===== src/hdl/ssl_pkg.sv =====
// Constants, state codes and register map of the sensor supervisor logic.
// Contract
// - Power-on flag stays low until supply passes threshold, then startup begins.
// - Supply dropping below threshold lowers flag; recovery runs a full new startup.
// - Error flag stays high from power-on until startup has finished.
// - Low reset input requests system reset; pull-up keeps open input inactive.
// - During external reset outputs are forced to mid-supply and error is high.
// - Self-test runs while its input is high; pull-down keeps it off when open.
// - Self-test superimposes a square wave of about 24 Hz on the outputs.
// - Outputs are checked continuously; error is high whenever they are invalid.
// - Acceleration overload raises the error flag too.
// - Shock restarts the readout electronics repeatedly until back in range.
// - Device is operational about 40 us after power-on reset release.
// - Supervisory sequencing is timed by the 200 kHz readout clock.
package ssl_pkg;

	// ----------------------------------------------------------------
	// Timing
	// ----------------------------------------------------------------
	localparam int unsigned CLK_HZ = 40_000_000;
	localparam int unsigned SC_CLK_HZ = 200_000;
	localparam int unsigned SC_DIV = CLK_HZ / SC_CLK_HZ;
	localparam int unsigned STARTUP_US = 40;
	localparam int unsigned STARTUP_TICKS = (STARTUP_US * SC_CLK_HZ) / 1_000_000;
	localparam int unsigned ST_FREQ_HZ = 24;
	localparam int unsigned ST_HALF_TICKS = SC_CLK_HZ / (2 * ST_FREQ_HZ);

	// ----------------------------------------------------------------
	// Pin synchroniser slots and their reset levels
	// ----------------------------------------------------------------
	localparam int unsigned PIN_SUPPLY = 0;
	localparam int unsigned PIN_RSTN = 1;
	localparam int unsigned PIN_ST = 2;
	localparam int unsigned PIN_OVL = 3;
	localparam logic [3:0] PIN_RST = 4'h2;

	// ----------------------------------------------------------------
	// Register map
	// ----------------------------------------------------------------
	localparam logic [11:0] OFS_CTRL = 12'h000;
	localparam logic [11:0] OFS_STATUS = 12'h004;
	localparam logic [11:0] OFS_IRQ_STAT = 12'h008;
	localparam logic [11:0] OFS_IRQ_MASK = 12'h00c;
	localparam logic [11:0] OFS_RESTARTS = 12'h010;
	localparam int unsigned CTRL_SWRST_BIT = 0;
	localparam int unsigned CTRL_ST_BIT = 1;
	localparam logic [1:0] CTRL_RST = 2'h0;
	localparam int unsigned IRQ_W = 4;
	localparam int unsigned IRQ_PWR_LOST = 0;
	localparam int unsigned IRQ_READY = 1;
	localparam int unsigned IRQ_OVERLOAD = 2;
	localparam int unsigned IRQ_EXTRST = 3;
	localparam logic [3:0] IRQ_RST = 4'h0;
	localparam logic [15:0] RESTARTS_RST = 16'h0000;

	// ----------------------------------------------------------------
	// Supervisor states
	// ----------------------------------------------------------------
	typedef enum logic [2:0] {
		ST_OFF = 3'b000,
		ST_START = 3'b001,
		ST_RUN = 3'b010,
		ST_EXTRST = 3'b011,
		ST_RESTART = 3'b100
	} ssl_state_t;

endpackage


===== src/hdl/ssl_st_if.sv =====
// Link between the supervisor and its self-test square wave generator.
`timescale 1ns/10ps
interface ssl_st_if;
	logic tick;
	logic enable;
	logic phase;
	modport ctrl (output tick, output enable, input phase);
	modport gen (input tick, input enable, output phase);
endinterface


===== src/hdl/ssl_selftest.sv =====
// Self-test square wave generator timed by the readout clock tick.
`timescale 1ns/10ps
module ssl_selftest #(
	parameter int unsigned HALF_TICKS = ssl_pkg::ST_HALF_TICKS
) (
	input wire logic pclk,
	input wire logic presetn,
	ssl_st_if.gen st
);

	logic [15:0] cnt_q;
	logic [15:0] cnt_d;
	logic phase_q;
	logic phase_d;
	logic half_end;

	// ----------------------------------------------------------------
	// Half period counting
	// ----------------------------------------------------------------
	// The wave restarts in its low half each time self-test is enabled.
	assign half_end = st.tick && (cnt_q == 16'(HALF_TICKS - 1));
	assign cnt_d = !st.enable ? 16'h0000 : half_end ? 16'h0000 : st.tick ? cnt_q + 16'h0001 : cnt_q;
	assign phase_d = !st.enable ? 1'b0 : half_end ? !phase_q : phase_q;
	assign st.phase = phase_q;

	// Counter and phase registers.
	always_ff @(posedge pclk or negedge presetn) begin
		if (!presetn) begin
			cnt_q <= 16'h0000;
			phase_q <= 1'b0;
		end else begin
			cnt_q <= cnt_d;
			phase_q <= phase_d;
		end
	end
endmodule


===== src/hdl/ssl_top.sv =====
// Supervisor for power-on, external reset, self-test and overload restart.
`timescale 1ns/10ps
module ssl_top #(
	parameter int unsigned ST_HALF_TICKS = ssl_pkg::ST_HALF_TICKS
) (
	input wire logic pclk,
	input wire logic presetn,
	input wire logic [11:0] paddr,
	input wire logic psel,
	input wire logic penable,
	input wire logic pwrite,
	input wire logic [31:0] pwdata,
	output logic [31:0] prdata,
	output logic pready,
	output logic pslverr,
	input wire logic supply_above_threshold,
	input wire logic ext_reset_n,
	input wire logic selftest_request,
	input wire logic overload_detect,
	output logic power_on_flag,
	output logic error_flag,
	output logic outputs_force_mid,
	output logic selftest_drive,
	output logic readout_reset,
	output logic irq
);

	// ----------------------------------------------------------------
	// Declarations
	// ----------------------------------------------------------------
	logic [3:0] sync1_q;
	logic [3:0] sync2_q;
	logic [7:0] div_q;
	logic [7:0] div_d;
	logic tick;
	logic supply_ok;
	logic rst_req;
	logic st_active;
	logic ovl;
	ssl_pkg::ssl_state_t state_q;
	ssl_pkg::ssl_state_t state_d;
	logic [7:0] cnt_q;
	logic [7:0] cnt_d;
	logic start_done;
	logic power_on_q;
	logic error_q;
	logic error_d;
	logic force_mid_q;
	logic st_drive_q;
	logic readout_rst_q;
	logic [1:0] ctrl_q;
	logic [3:0] irq_stat_q;
	logic [3:0] irq_mask_q;
	logic [3:0] events;
	logic [3:0] w1c;
	logic [15:0] restarts_q;
	logic [31:0] prdata_q;
	logic [31:0] rdata_mux;
	logic setup;
	logic access;
	logic wr;
	logic hit_ctrl;
	logic hit_status;
	logic hit_stat;
	logic hit_mask;
	logic hit_restarts;
	logic hit_any;
	ssl_st_if st_link();

	// ----------------------------------------------------------------
	// Pin synchronisers
	// ----------------------------------------------------------------
	// All pins are asynchronous to pclk and pass two flip-flops first.
	always_ff @(posedge pclk or negedge presetn) begin
		if (!presetn) begin
			sync1_q <= ssl_pkg::PIN_RST;
			sync2_q <= ssl_pkg::PIN_RST;
		end else begin
			sync1_q <= {overload_detect, selftest_request, ext_reset_n, supply_above_threshold};
			sync2_q <= sync1_q;
		end
	end

	// Qualified pin levels; software bits add to the pin requests.
	assign supply_ok = sync2_q[ssl_pkg::PIN_SUPPLY];
	assign rst_req = !sync2_q[ssl_pkg::PIN_RSTN] || ctrl_q[ssl_pkg::CTRL_SWRST_BIT];
	assign st_active = supply_ok && (sync2_q[ssl_pkg::PIN_ST] || ctrl_q[ssl_pkg::CTRL_ST_BIT]);
	assign ovl = sync2_q[ssl_pkg::PIN_OVL];

	// ----------------------------------------------------------------
	// Readout clock tick
	// ----------------------------------------------------------------
	// One pclk pulse at the readout clock rate paces every sequence.
	assign tick = (div_q == 8'(ssl_pkg::SC_DIV - 1));
	assign div_d = tick ? 8'h00 : div_q + 8'h01;

	// Tick divider register.
	always_ff @(posedge pclk or negedge presetn) begin
		if (!presetn) begin
			div_q <= 8'h00;
		end else begin
			div_q <= div_d;
		end
	end

	// ----------------------------------------------------------------
	// Supervisor state machine
	// ----------------------------------------------------------------
	assign start_done = tick && (cnt_q == 8'(ssl_pkg::STARTUP_TICKS - 1));

	// Supply loss beats reset, which beats the normal sequence.
	always_comb begin
		state_d = state_q;
		case (state_q)
			ssl_pkg::ST_OFF: begin
				state_d = ssl_pkg::ST_START;
			end
			ssl_pkg::ST_EXTRST: begin
				state_d = ssl_pkg::ST_START;
			end
			ssl_pkg::ST_START: begin
				if (ovl) begin
					state_d = ssl_pkg::ST_RESTART;
				end else if (start_done) begin
					state_d = ssl_pkg::ST_RUN;
				end
			end
			ssl_pkg::ST_RUN: begin
				if (ovl) begin
					state_d = ssl_pkg::ST_RESTART;
				end
			end
			ssl_pkg::ST_RESTART: begin
				if (tick) begin
					state_d = ssl_pkg::ST_START;
				end
			end
			default: begin
				state_d = ssl_pkg::ST_OFF;
			end
		endcase
		if (rst_req) begin
			state_d = ssl_pkg::ST_EXTRST;
		end
		if (!supply_ok) begin
			state_d = ssl_pkg::ST_OFF;
		end
	end

	// Startup tick counter restarts on every entry to startup.
	assign cnt_d = (state_q != ssl_pkg::ST_START) ? 8'h00 : tick ? cnt_q + 8'h01 : cnt_q;

	// Outputs are valid only in the running state with nothing pending.
	assign error_d = !(state_d == ssl_pkg::ST_RUN && supply_ok && !rst_req && !ovl);

	// State and startup counter registers.
	always_ff @(posedge pclk or negedge presetn) begin
		if (!presetn) begin
			state_q <= ssl_pkg::ST_OFF;
			cnt_q <= 8'h00;
		end else begin
			state_q <= state_d;
			cnt_q <= cnt_d;
		end
	end

	// ----------------------------------------------------------------
	// Pin outputs
	// ----------------------------------------------------------------
	// Flags and analog controls all come straight from flip-flops.
	always_ff @(posedge pclk or negedge presetn) begin
		if (!presetn) begin
			power_on_q <= 1'b0;
			error_q <= 1'b1;
			force_mid_q <= 1'b0;
			st_drive_q <= 1'b0;
			readout_rst_q <= 1'b0;
		end else begin
			power_on_q <= supply_ok;
			error_q <= error_d;
			force_mid_q <= (state_d == ssl_pkg::ST_EXTRST);
			st_drive_q <= st_active && st_link.phase;
			readout_rst_q <= (state_d == ssl_pkg::ST_RESTART);
		end
	end

	assign power_on_flag = power_on_q;
	assign error_flag = error_q;
	assign outputs_force_mid = force_mid_q;
	assign selftest_drive = st_drive_q;
	assign readout_reset = readout_rst_q;

	// ----------------------------------------------------------------
	// Self-test generator
	// ----------------------------------------------------------------
	assign st_link.tick = tick;
	assign st_link.enable = st_active;

	ssl_selftest #(
		.HALF_TICKS(ST_HALF_TICKS)
	) u_selftest (
		.pclk(pclk),
		.presetn(presetn),
		.st(st_link.gen)
	);

	// ----------------------------------------------------------------
	// Events and interrupt
	// ----------------------------------------------------------------
	assign events[ssl_pkg::IRQ_PWR_LOST] = power_on_q && !supply_ok;
	assign events[ssl_pkg::IRQ_READY] = (state_q != ssl_pkg::ST_RUN) && (state_d == ssl_pkg::ST_RUN);
	assign events[ssl_pkg::IRQ_OVERLOAD] = (state_q != ssl_pkg::ST_RESTART)
		&& (state_d == ssl_pkg::ST_RESTART);
	assign events[ssl_pkg::IRQ_EXTRST] = (state_q != ssl_pkg::ST_EXTRST)
		&& (state_d == ssl_pkg::ST_EXTRST);
	assign w1c = (wr && hit_stat) ? pwdata[3:0] : 4'h0;
	assign irq = |(irq_stat_q & irq_mask_q);

	// Sticky status: a new event wins over a clear in the same cycle.
	always_ff @(posedge pclk or negedge presetn) begin
		if (!presetn) begin
			irq_stat_q <= ssl_pkg::IRQ_RST;
		end else begin
			irq_stat_q <= (irq_stat_q & ~w1c) | events;
		end
	end

	// Count of overload restarts, wrapping.
	always_ff @(posedge pclk or negedge presetn) begin
		if (!presetn) begin
			restarts_q <= ssl_pkg::RESTARTS_RST;
		end else if (events[ssl_pkg::IRQ_OVERLOAD]) begin
			restarts_q <= restarts_q + 16'h0001;
		end
	end

	// ----------------------------------------------------------------
	// APB slave
	// ----------------------------------------------------------------
	assign setup = psel && !penable;
	assign access = psel && penable;
	assign wr = access && pwrite;
	assign hit_ctrl = (paddr == ssl_pkg::OFS_CTRL);
	assign hit_status = (paddr == ssl_pkg::OFS_STATUS);
	assign hit_stat = (paddr == ssl_pkg::OFS_IRQ_STAT);
	assign hit_mask = (paddr == ssl_pkg::OFS_IRQ_MASK);
	assign hit_restarts = (paddr == ssl_pkg::OFS_RESTARTS);
	assign hit_any = hit_ctrl || hit_status || hit_stat || hit_mask || hit_restarts;
	assign pready = 1'b1;
	assign pslverr = access && !hit_any;
	assign prdata = prdata_q;

	// Read selection; unmapped addresses read as zero.
	always_comb begin
		if (hit_ctrl) begin
			rdata_mux = {30'h0, ctrl_q};
		end else if (hit_status) begin
			rdata_mux = {24'h0, st_drive_q, readout_rst_q, error_q, power_on_q, 1'b0, state_q};
		end else if (hit_stat) begin
			rdata_mux = {28'h0, irq_stat_q};
		end else if (hit_mask) begin
			rdata_mux = {28'h0, irq_mask_q};
		end else if (hit_restarts) begin
			rdata_mux = {16'h0, restarts_q};
		end else begin
			rdata_mux = 32'h0000_0000;
		end
	end

	// Read data is captured in the setup cycle and held through access.
	always_ff @(posedge pclk or negedge presetn) begin
		if (!presetn) begin
			prdata_q <= 32'h0000_0000;
		end else if (setup) begin
			prdata_q <= rdata_mux;
		end
	end

	// Writable registers.
	always_ff @(posedge pclk or negedge presetn) begin
		if (!presetn) begin
			ctrl_q <= ssl_pkg::CTRL_RST;
			irq_mask_q <= ssl_pkg::IRQ_RST;
		end else begin
			if (wr && hit_ctrl) begin
				ctrl_q <= pwdata[1:0];
			end
			if (wr && hit_mask) begin
				irq_mask_q <= pwdata[3:0];
			end
		end
	end

	// ----------------------------------------------------------------
	// Checks
	// ----------------------------------------------------------------
	localparam int TICK_GAP = 200;
	logic [11:0] start_cyc_q;

	// Cycles spent in startup, for the startup time check.
	always_ff @(posedge pclk or negedge presetn) begin
		if (!presetn) begin
			start_cyc_q <= 12'h000;
		end else if (state_q == ssl_pkg::ST_START) begin
			start_cyc_q <= start_cyc_q + 12'h001;
		end else begin
			start_cyc_q <= 12'h000;
		end
	end
endmodule


===== config.mk =====
export PLATFORM = sky130hd
export DESIGN_NAME = ssl_top
export DESIGN_NICKNAME = d
export VERILOG_FILES = /design/src/hdl/ssl_pkg.sv /design/src/hdl/ssl_st_if.sv /design/src/hdl/ssl_selftest.sv /design/src/hdl/ssl_top.sv
export SDC_FILE = /design/constraint.sdc
export NUM_CORES = 1
export LEC_CHECK = 0
export BUFFER_PORTS_ARGS = -buffer_cell sky130_fd_sc_hd__buf_2
export CAP_MARGIN = 20
export CORE_MARGIN = 2
export CORE_UTILIZATION = 55
export DETAILED_ROUTE_END_ITERATION = 10
export PLACE_DENSITY = 0.78
export SYNTH_ARGS = -nofsm -noshare
export SYNTH_HDL_FRONTEND = slang
export SYNTH_SLANG_ARGS = --single-unit

===== constraint.sdc =====
create_clock -name pclk -period 2.56 [get_ports pclk]
set_input_delay 0.512 -clock pclk [delete_from_list [all_inputs] [get_ports pclk]]
set_output_delay 0.512 -clock pclk [all_outputs]
set_load 0.02 [all_outputs]

==> flow_summary.yaml, run 1 <==
power:
  powerDensity_mw_per_mm2: 534
  max-vdd-ir-drop_mv: 0.315
  p_leak_nw: 2.19
  power.total_mw: 2.71
timing:
  rsz0062_at_grt: "no"
  max_freq_ghz: 0.440
  whs_ps: 69.8
  setup_total_negative_slack_ps: 0
  min_period_ps: 2270
  finalCritPeriodShare_pct: 88.8
  relSlewSlack_pct: 54.7
  final.setup_skew_ps: 13.0
  worst_slew_pin_slew_ps: 675
  setup_viol: 0
  hold_violations: 0
  slew_violations: 0
worst_hold_path:
  hold_path_class: "in -> async"
run:
  drv_cap: 0
layout:
  syn_to_final_growth_pct: 10.6
  drive_above_1_share_pct: 19.5
  layout.cells.non_filler: 597
  fin_area_sq_mm: 0.00507
  multi_input_area_sq_mm: 0.00214
  fillCellCount: 670
  final_cell_mix: "88 x dfrtp_1, 46 x buf_2, 27 x nand2_1, 24 x xnor2_1"
  final_nets: 545
  area.sequential_sq_mm: 0.00228
  antennaDiodeCount: 0
  mostFrequentLayoutCell: "dfrtp_1"
clocking:
  cts_tree: "yes"
  cts_hold_buf: 0
  cts_setup_buffers: 0
  clkSinkCount: 91
  htreeDepth: 3
  clk_pin_slew_ps: 100
  clk_latency_ps: 360
  cts.path.max_buffers: 2
  cts_root_buf: "clkbuf_8"
  numCtsBuffers: 9
  cts-resized-gates: 0
worst_setup_path:
  startpoint_type: "input pin"
  cp.depth: 5
  end_kind: "output port"
  worstReg2RegStart: "div_q[3]$_DFF_PN0_"
  slowest_stage: "nor4_1"
  crit_arrival_ps: 1760
  critPathBufInv: 2
  worstSetupPathType: "in -> out"
  crit_required_ps: 2050
  worst_r2r_path_depth: 4
  crit_top_cell: "buf_2"
  reg2reg_to: "u_selftest.st.phase$_DFFE_PN0P_"
  critPathTopFamily: "simple AND/OR/NAND/NOR gates"
  max_stage_delay_ps: 440
  path_max_fanout: 9
  rrSetupSlack_ps: 480
  cp_cell_sequence: "buf_2 > nor4_1 > and3_1 > a21oi_1 > buf_2"
synthesis:
  ys_warn_count: 0
  postSynthAreaPerCell_sq_um: 10.4
  synth_top_cell_area_share_pct: 48.1
  synth_area_sq_mm: 0.00458
  ys_types: 62
  syn_inst: 439
  yosys-top-cells-area: "dfrtp_1 48%, xnor2_1 4.6%, buf_4 2.8%, a21oi_1 2.5%, nand3_1 2.5%"
  synth_edf_count: 0
  synth-seq-cells: 91
  yosys.area.top_type: "dfrtp_1"
  yosysSeqAreaShare_pct: 49.8
  synthArstFlopShare_pct: 100
  ys.flop_type: "dfrtp_1"
placement:
  hpwl_um: 6540
  io_buffer_count: 47
  place.gp.congestion: 0.863
  dp_cells: 581
  dpl_cell_area_sq_mm: 0.00487
route:
  wl_met2_um: 4380
  drtAntennaViolNets: 0
  routed.top_layer: "met4"
  routed_wl_um: 9130
  wl_per_cell_um: 15.3
  vias: 3470
  met1_length_um: 4270
  wl_met3_um: 352
  vias_per_cell: 5.81
  drc: 0
  dr.first_iter.drc_count: 189
  drt_first_pass_iters: 4
global_routing:
  grt_overflow: 0
  grt_pass1_wl_um: 15600
  grt_max_degree: 63
  gr-usage-all-layers_pct: 21.9
  grt_pass1_vias: 3351
  antenna_found_initial: 0
die:
  die_area_sq_mm: 0.00908
  die_w_um: 95.3
  core_sq_mm: 0.00813
  fp-row-count: 33
  die_h_um: 95.3
  io_pins: 93
  initial_core_util_pct: 56.3
outcome:
  outcome: "complete, no violations"
## per-layer routing
layer	global-route usage [%]	vias to the layer above
met2	35.9	76
met5	0	-
met4	8.09	0
met1	29.2	1704
met3	3.87	12
li1	-	1678
## how the worst max path moves through the flow
stage / end / slack (ps) / from
6_report: pslverr / 290 / paddr[9]
5_1_grt: pslverr / 210 / paddr[9]
4_1_cts: pslverr / 330 / paddr[9]
3_5_place_dp: pslverr / 340 / paddr[9]
3_3_place_gp: pslverr / 380 / paddr[9]
2_1_floorplan: pslverr / 670 / paddr[9]
## worst register-to-register path, delay by kind of cell, from the launching register on
family | cells | cell delay [ps]
AND/OR/NAND/NOR | 3 | 1380
AO/OA/AOI/OAI | 1 | 140
flip-flops | 1 | 490
## layout make-up
type / count / share of cell area, %
clock inverters: 7 / 1.36
clock buffers: 9 / 2.45
inverters: 6 / 0.445
well taps: 105 / 2.59
multi-input cells: 325 / 42.2
flip-flops and latches: 91 / 45.0
repair buffers: 54 / 5.98
## metrics by stage
stage | util [%] | setup slack [ps]
floorplan | - | 666
global placement | 59.9 | 376
detailed placement | 59.9 | 339
CTS | 62.3 | 331
global route | 62.3 | 210
finish | 62.3 | 288
## power by group
group	internal, mW	switching, mW
clock network	0.380	0.566
registers	1.48	0.0525
logic	0.0822	0.145
## cells in the mapped netlist, types with 8 or more instances
| master | number |
|---|---|
| dfrtp_1 | 88 |
| o21ai_0 | 16 |
| nand3_1 | 23 |
| xnor2_1 | 24 |
| and3_1 | 10 |
| nand4_1 | 13 |
| nor2_1 | 21 |
| buf_4 | 17 |
| nand2b_1 | 10 |
| a21oi_1 | 23 |
| a22o_1 | 10 |
| nor4_1 | 8 |
| nand2_1 | 27 |
| nor2b_1 | 9 |
## registers in the layout, indices dropped and copies added, names as in the netlist, 2 cells and up
| register | count |
|---|---|
| u_selftest.cnt_q | 16 |
| sync2_q | 4 |
| cnt_q | 8 |
| prdata | 16 |
| ctrl_q | 2 |
| state_q | 3 |
| div_q | 8 |
| sync1_q | 4 |
| irq_stat_q | 4 |
| irq_mask_q | 4 |
| restarts_q | 16 |
## cell families after synthesis
group           count (synthesis)  share of synthesized area, %
simple gates                  178                          23.2
flops                          91                          49.8
compound gates                 88                          13.2
buf+inv                        38                          4.83
xor+xnor                       30                          5.73
mux                             7                          1.72
fa+ha+maj                       5                          1.37
other cells                     2                         0.164
No activity file was read; power rests on OpenSTA's default activity.
==> run 2, diff against run 1 <==
--- a/config.mk
+++ b/config.mk
@@ -10,6 +10,8 @@
 export CORE_MARGIN = 2
 export CORE_UTILIZATION = 55
 export DETAILED_ROUTE_END_ITERATION = 10
+export GPL_TIMING_DRIVEN = 0
+export HOLD_SLACK_MARGIN = 0.12
 export PLACE_DENSITY = 0.78
 export SYNTH_ARGS = -nofsm -noshare
 export SYNTH_HDL_FRONTEND = slang
==> run 2 against run 1 <==
- non-clock buffer count up 27
- first-iteration DRC count shrank 8.5%
- die area stayed put
- clock power increased by 8%
- via count rose by 2.3%
- register-to-register slack worse by 40 ps
- cell count grew 4.5%
- combinational power up 11%
- fmax up 4.0%
- worst setup slack gained 87 ps
- critical path type unchanged
- largest power group unchanged
==> flow_summary.yaml, run 2 (synthesis gave the netlist of run 1 again) <==
timing:
  setup_viol: 0
  hold_violations: 0
  final.setup_skew_ps: 13.3
  slew_violations: 0
  setup_total_negative_slack_ps: 0
  worst_slew_pin_slew_ps: 721
  whs_ps: 244
  max_freq_ghz: 0.458
  relSlewSlack_pct: 51.4
  finalCritPeriodShare_pct: 85.4
  rsz0062_at_grt: "no"
  min_period_ps: 2190
clocking:
  htreeDepth: 3
  cts_root_buf: "clkbuf_8"
  clk_pin_slew_ps: 90
  numCtsBuffers: 9
  cts_hold_buf: 1
  clkSinkCount: 91
  clk_latency_ps: 370
  cts_setup_buffers: 0
  cts-resized-gates: 0
  cts.path.max_buffers: 2
  cts_tree: "yes"
global_routing:
  antenna_found_initial: 0
  gr-usage-all-layers_pct: 23.0
  grt_max_degree: 69
  grt_pass1_vias: 3543
  grt_overflow: 0
  grt_pass1_wl_um: 16400
power:
  powerDensity_mw_per_mm2: 535
  max-vdd-ir-drop_mv: 0.349
  p_leak_nw: 2.30
route:
  dr.first_iter.drc_count: 173
  wl_per_cell_um: 15.0
  drtAntennaViolNets: 0
  drc: 0
  vias_per_cell: 5.69
  drt_first_pass_iters: 4
  routed_wl_um: 9340
  vias: 3551
layout:
  syn_to_final_growth_pct: 14.7
  drive_above_1_share_pct: 22.0
  mostFrequentLayoutCell: "dfrtp_1"
  final_cell_mix: "88 x dfrtp_1, 52 x buf_2, 27 x nand2_1, 24 x xnor2_1"
  final_nets: 572
  antennaDiodeCount: 0
worst_setup_path:
  worstReg2RegStart: "div_q[0]$_DFF_PN0_"
  cp-startpoint: "paddr[9]"
  slowest_stage: "nor4_1"
  crit_top_cell: "buf_2"
  end_kind: "output port"
  worstSetupPathType: "in -> out"
  critPathTopFamily: "simple AND/OR/NAND/NOR gates"
  startpoint_type: "input pin"
  path_max_fanout: 9
  max_stage_delay_ps: 410
  crit_required_ps: 2050
  crit_arrival_ps: 1670
  cp_cell_sequence: "buf_2 > nor4_1 > and3_1 > buf_2 > a21oi_1 > buf_2"
  critPathBufInv: 3
placement:
  io_buffer_count: 47
  place.gp.congestion: 0.879
  hpwl_um: 6720
die:
  io_pins: 93
  die_w_um: 95.3
  die_h_um: 95.3
  initial_core_util_pct: 56.3
  core_sq_mm: 0.00813
  die_area_sq_mm: 0.00908
  fp-row-count: 33
worst_hold_path:
  hold_path_class: "in -> reg"
  hold_start: "ext_reset_n"
outcome:
  outcome: "complete, no violations"
run:
  drv_cap: 0
## run 2: cell count changes in the layout (fill, tap and decap cells not counted), moves of 2 or more
cell,change
buf_2,+6
clkinv_4,-3
clkbuf_1,+7
buf_4,+11
clkinvlp_4,+2
## run 2: per-layer routing
metal / global-route usage (%) / part of all wire [%] / up-vias
met5: 0 / 0 / -
li1: - / - / 1723
met1: 31.1 / 45 / 1739
met2: 36.9 / 49 / 79
met3: 3.95 / 5.3 / 10
met4: 9.30 / 1.1 / 0
## run 2: power by group
part / total, mW / switching [mW] / leakage, nW / internal (mW)
sequential: 1.53 / 0.0532 / 1.20 / 1.48
combinational: 0.253 / 0.151 / 1.00 / 0.102
clock: 1.02 / 0.555 / 0.0999 / 0.470
total: 2.81 / 0.759 / 2.30 / 2.05
## run 2: worst register-to-register path, delay by kind of cell, from the launching register on
kind	cells	cell delay, ps
AND/OR/NAND/NOR	3	660
flip-flops	1	380
buffers and inverters	2	510
adder cells (fa/ha/maj)	1	260
AO/OA/AOI/OAI	1	170
## run 2: final timing paths
check / to / slack [ps] / cells after the start
min: sync1_q[1]$_DFF_PN1_ / 240 / 1
min in group asynchronous: irq_mask_q[2]$_DFFE_PN0P_ / 580 / 2
max: pslverr / 370 / 6
max reg2reg: state_q[0]$_DFF_PN0_ / 440 / 7
max in group asynchronous: error_flag$_DFF_PN1_ / 1310 / 3
min reg2reg: sync2_q[3]$_DFF_PN0_ / 360 / 0
## run 2: through the flow
stage                     instances  power [mW]  setup WS, ps  area (sq um)  utilization (%)
after floorplan                 454        1.71           666          4640                -
after global placement          606        1.80           175          5000             61.5
final                           624        2.81           374          5250             64.6
after global routing            624        2.94           191          5250             64.6
after detailed placement        607        1.81           205          5030             61.9
after CTS                       624        2.83           371          5250             64.6
## run 2: layout make-up
class / count / area, sq um
Multi-Input combinational cell: 325 / 2140
Tap cell: 105 / 131
Fill cell: 669 / 2880
Clock inverter: 7 / 85.1
Inverter: 6 / 22.5
Clock buffer: 9 / 124
Sequential cell: 91 / 2280
Timing Repair Buffer: 49 / 275
Buffer: 32 / 199
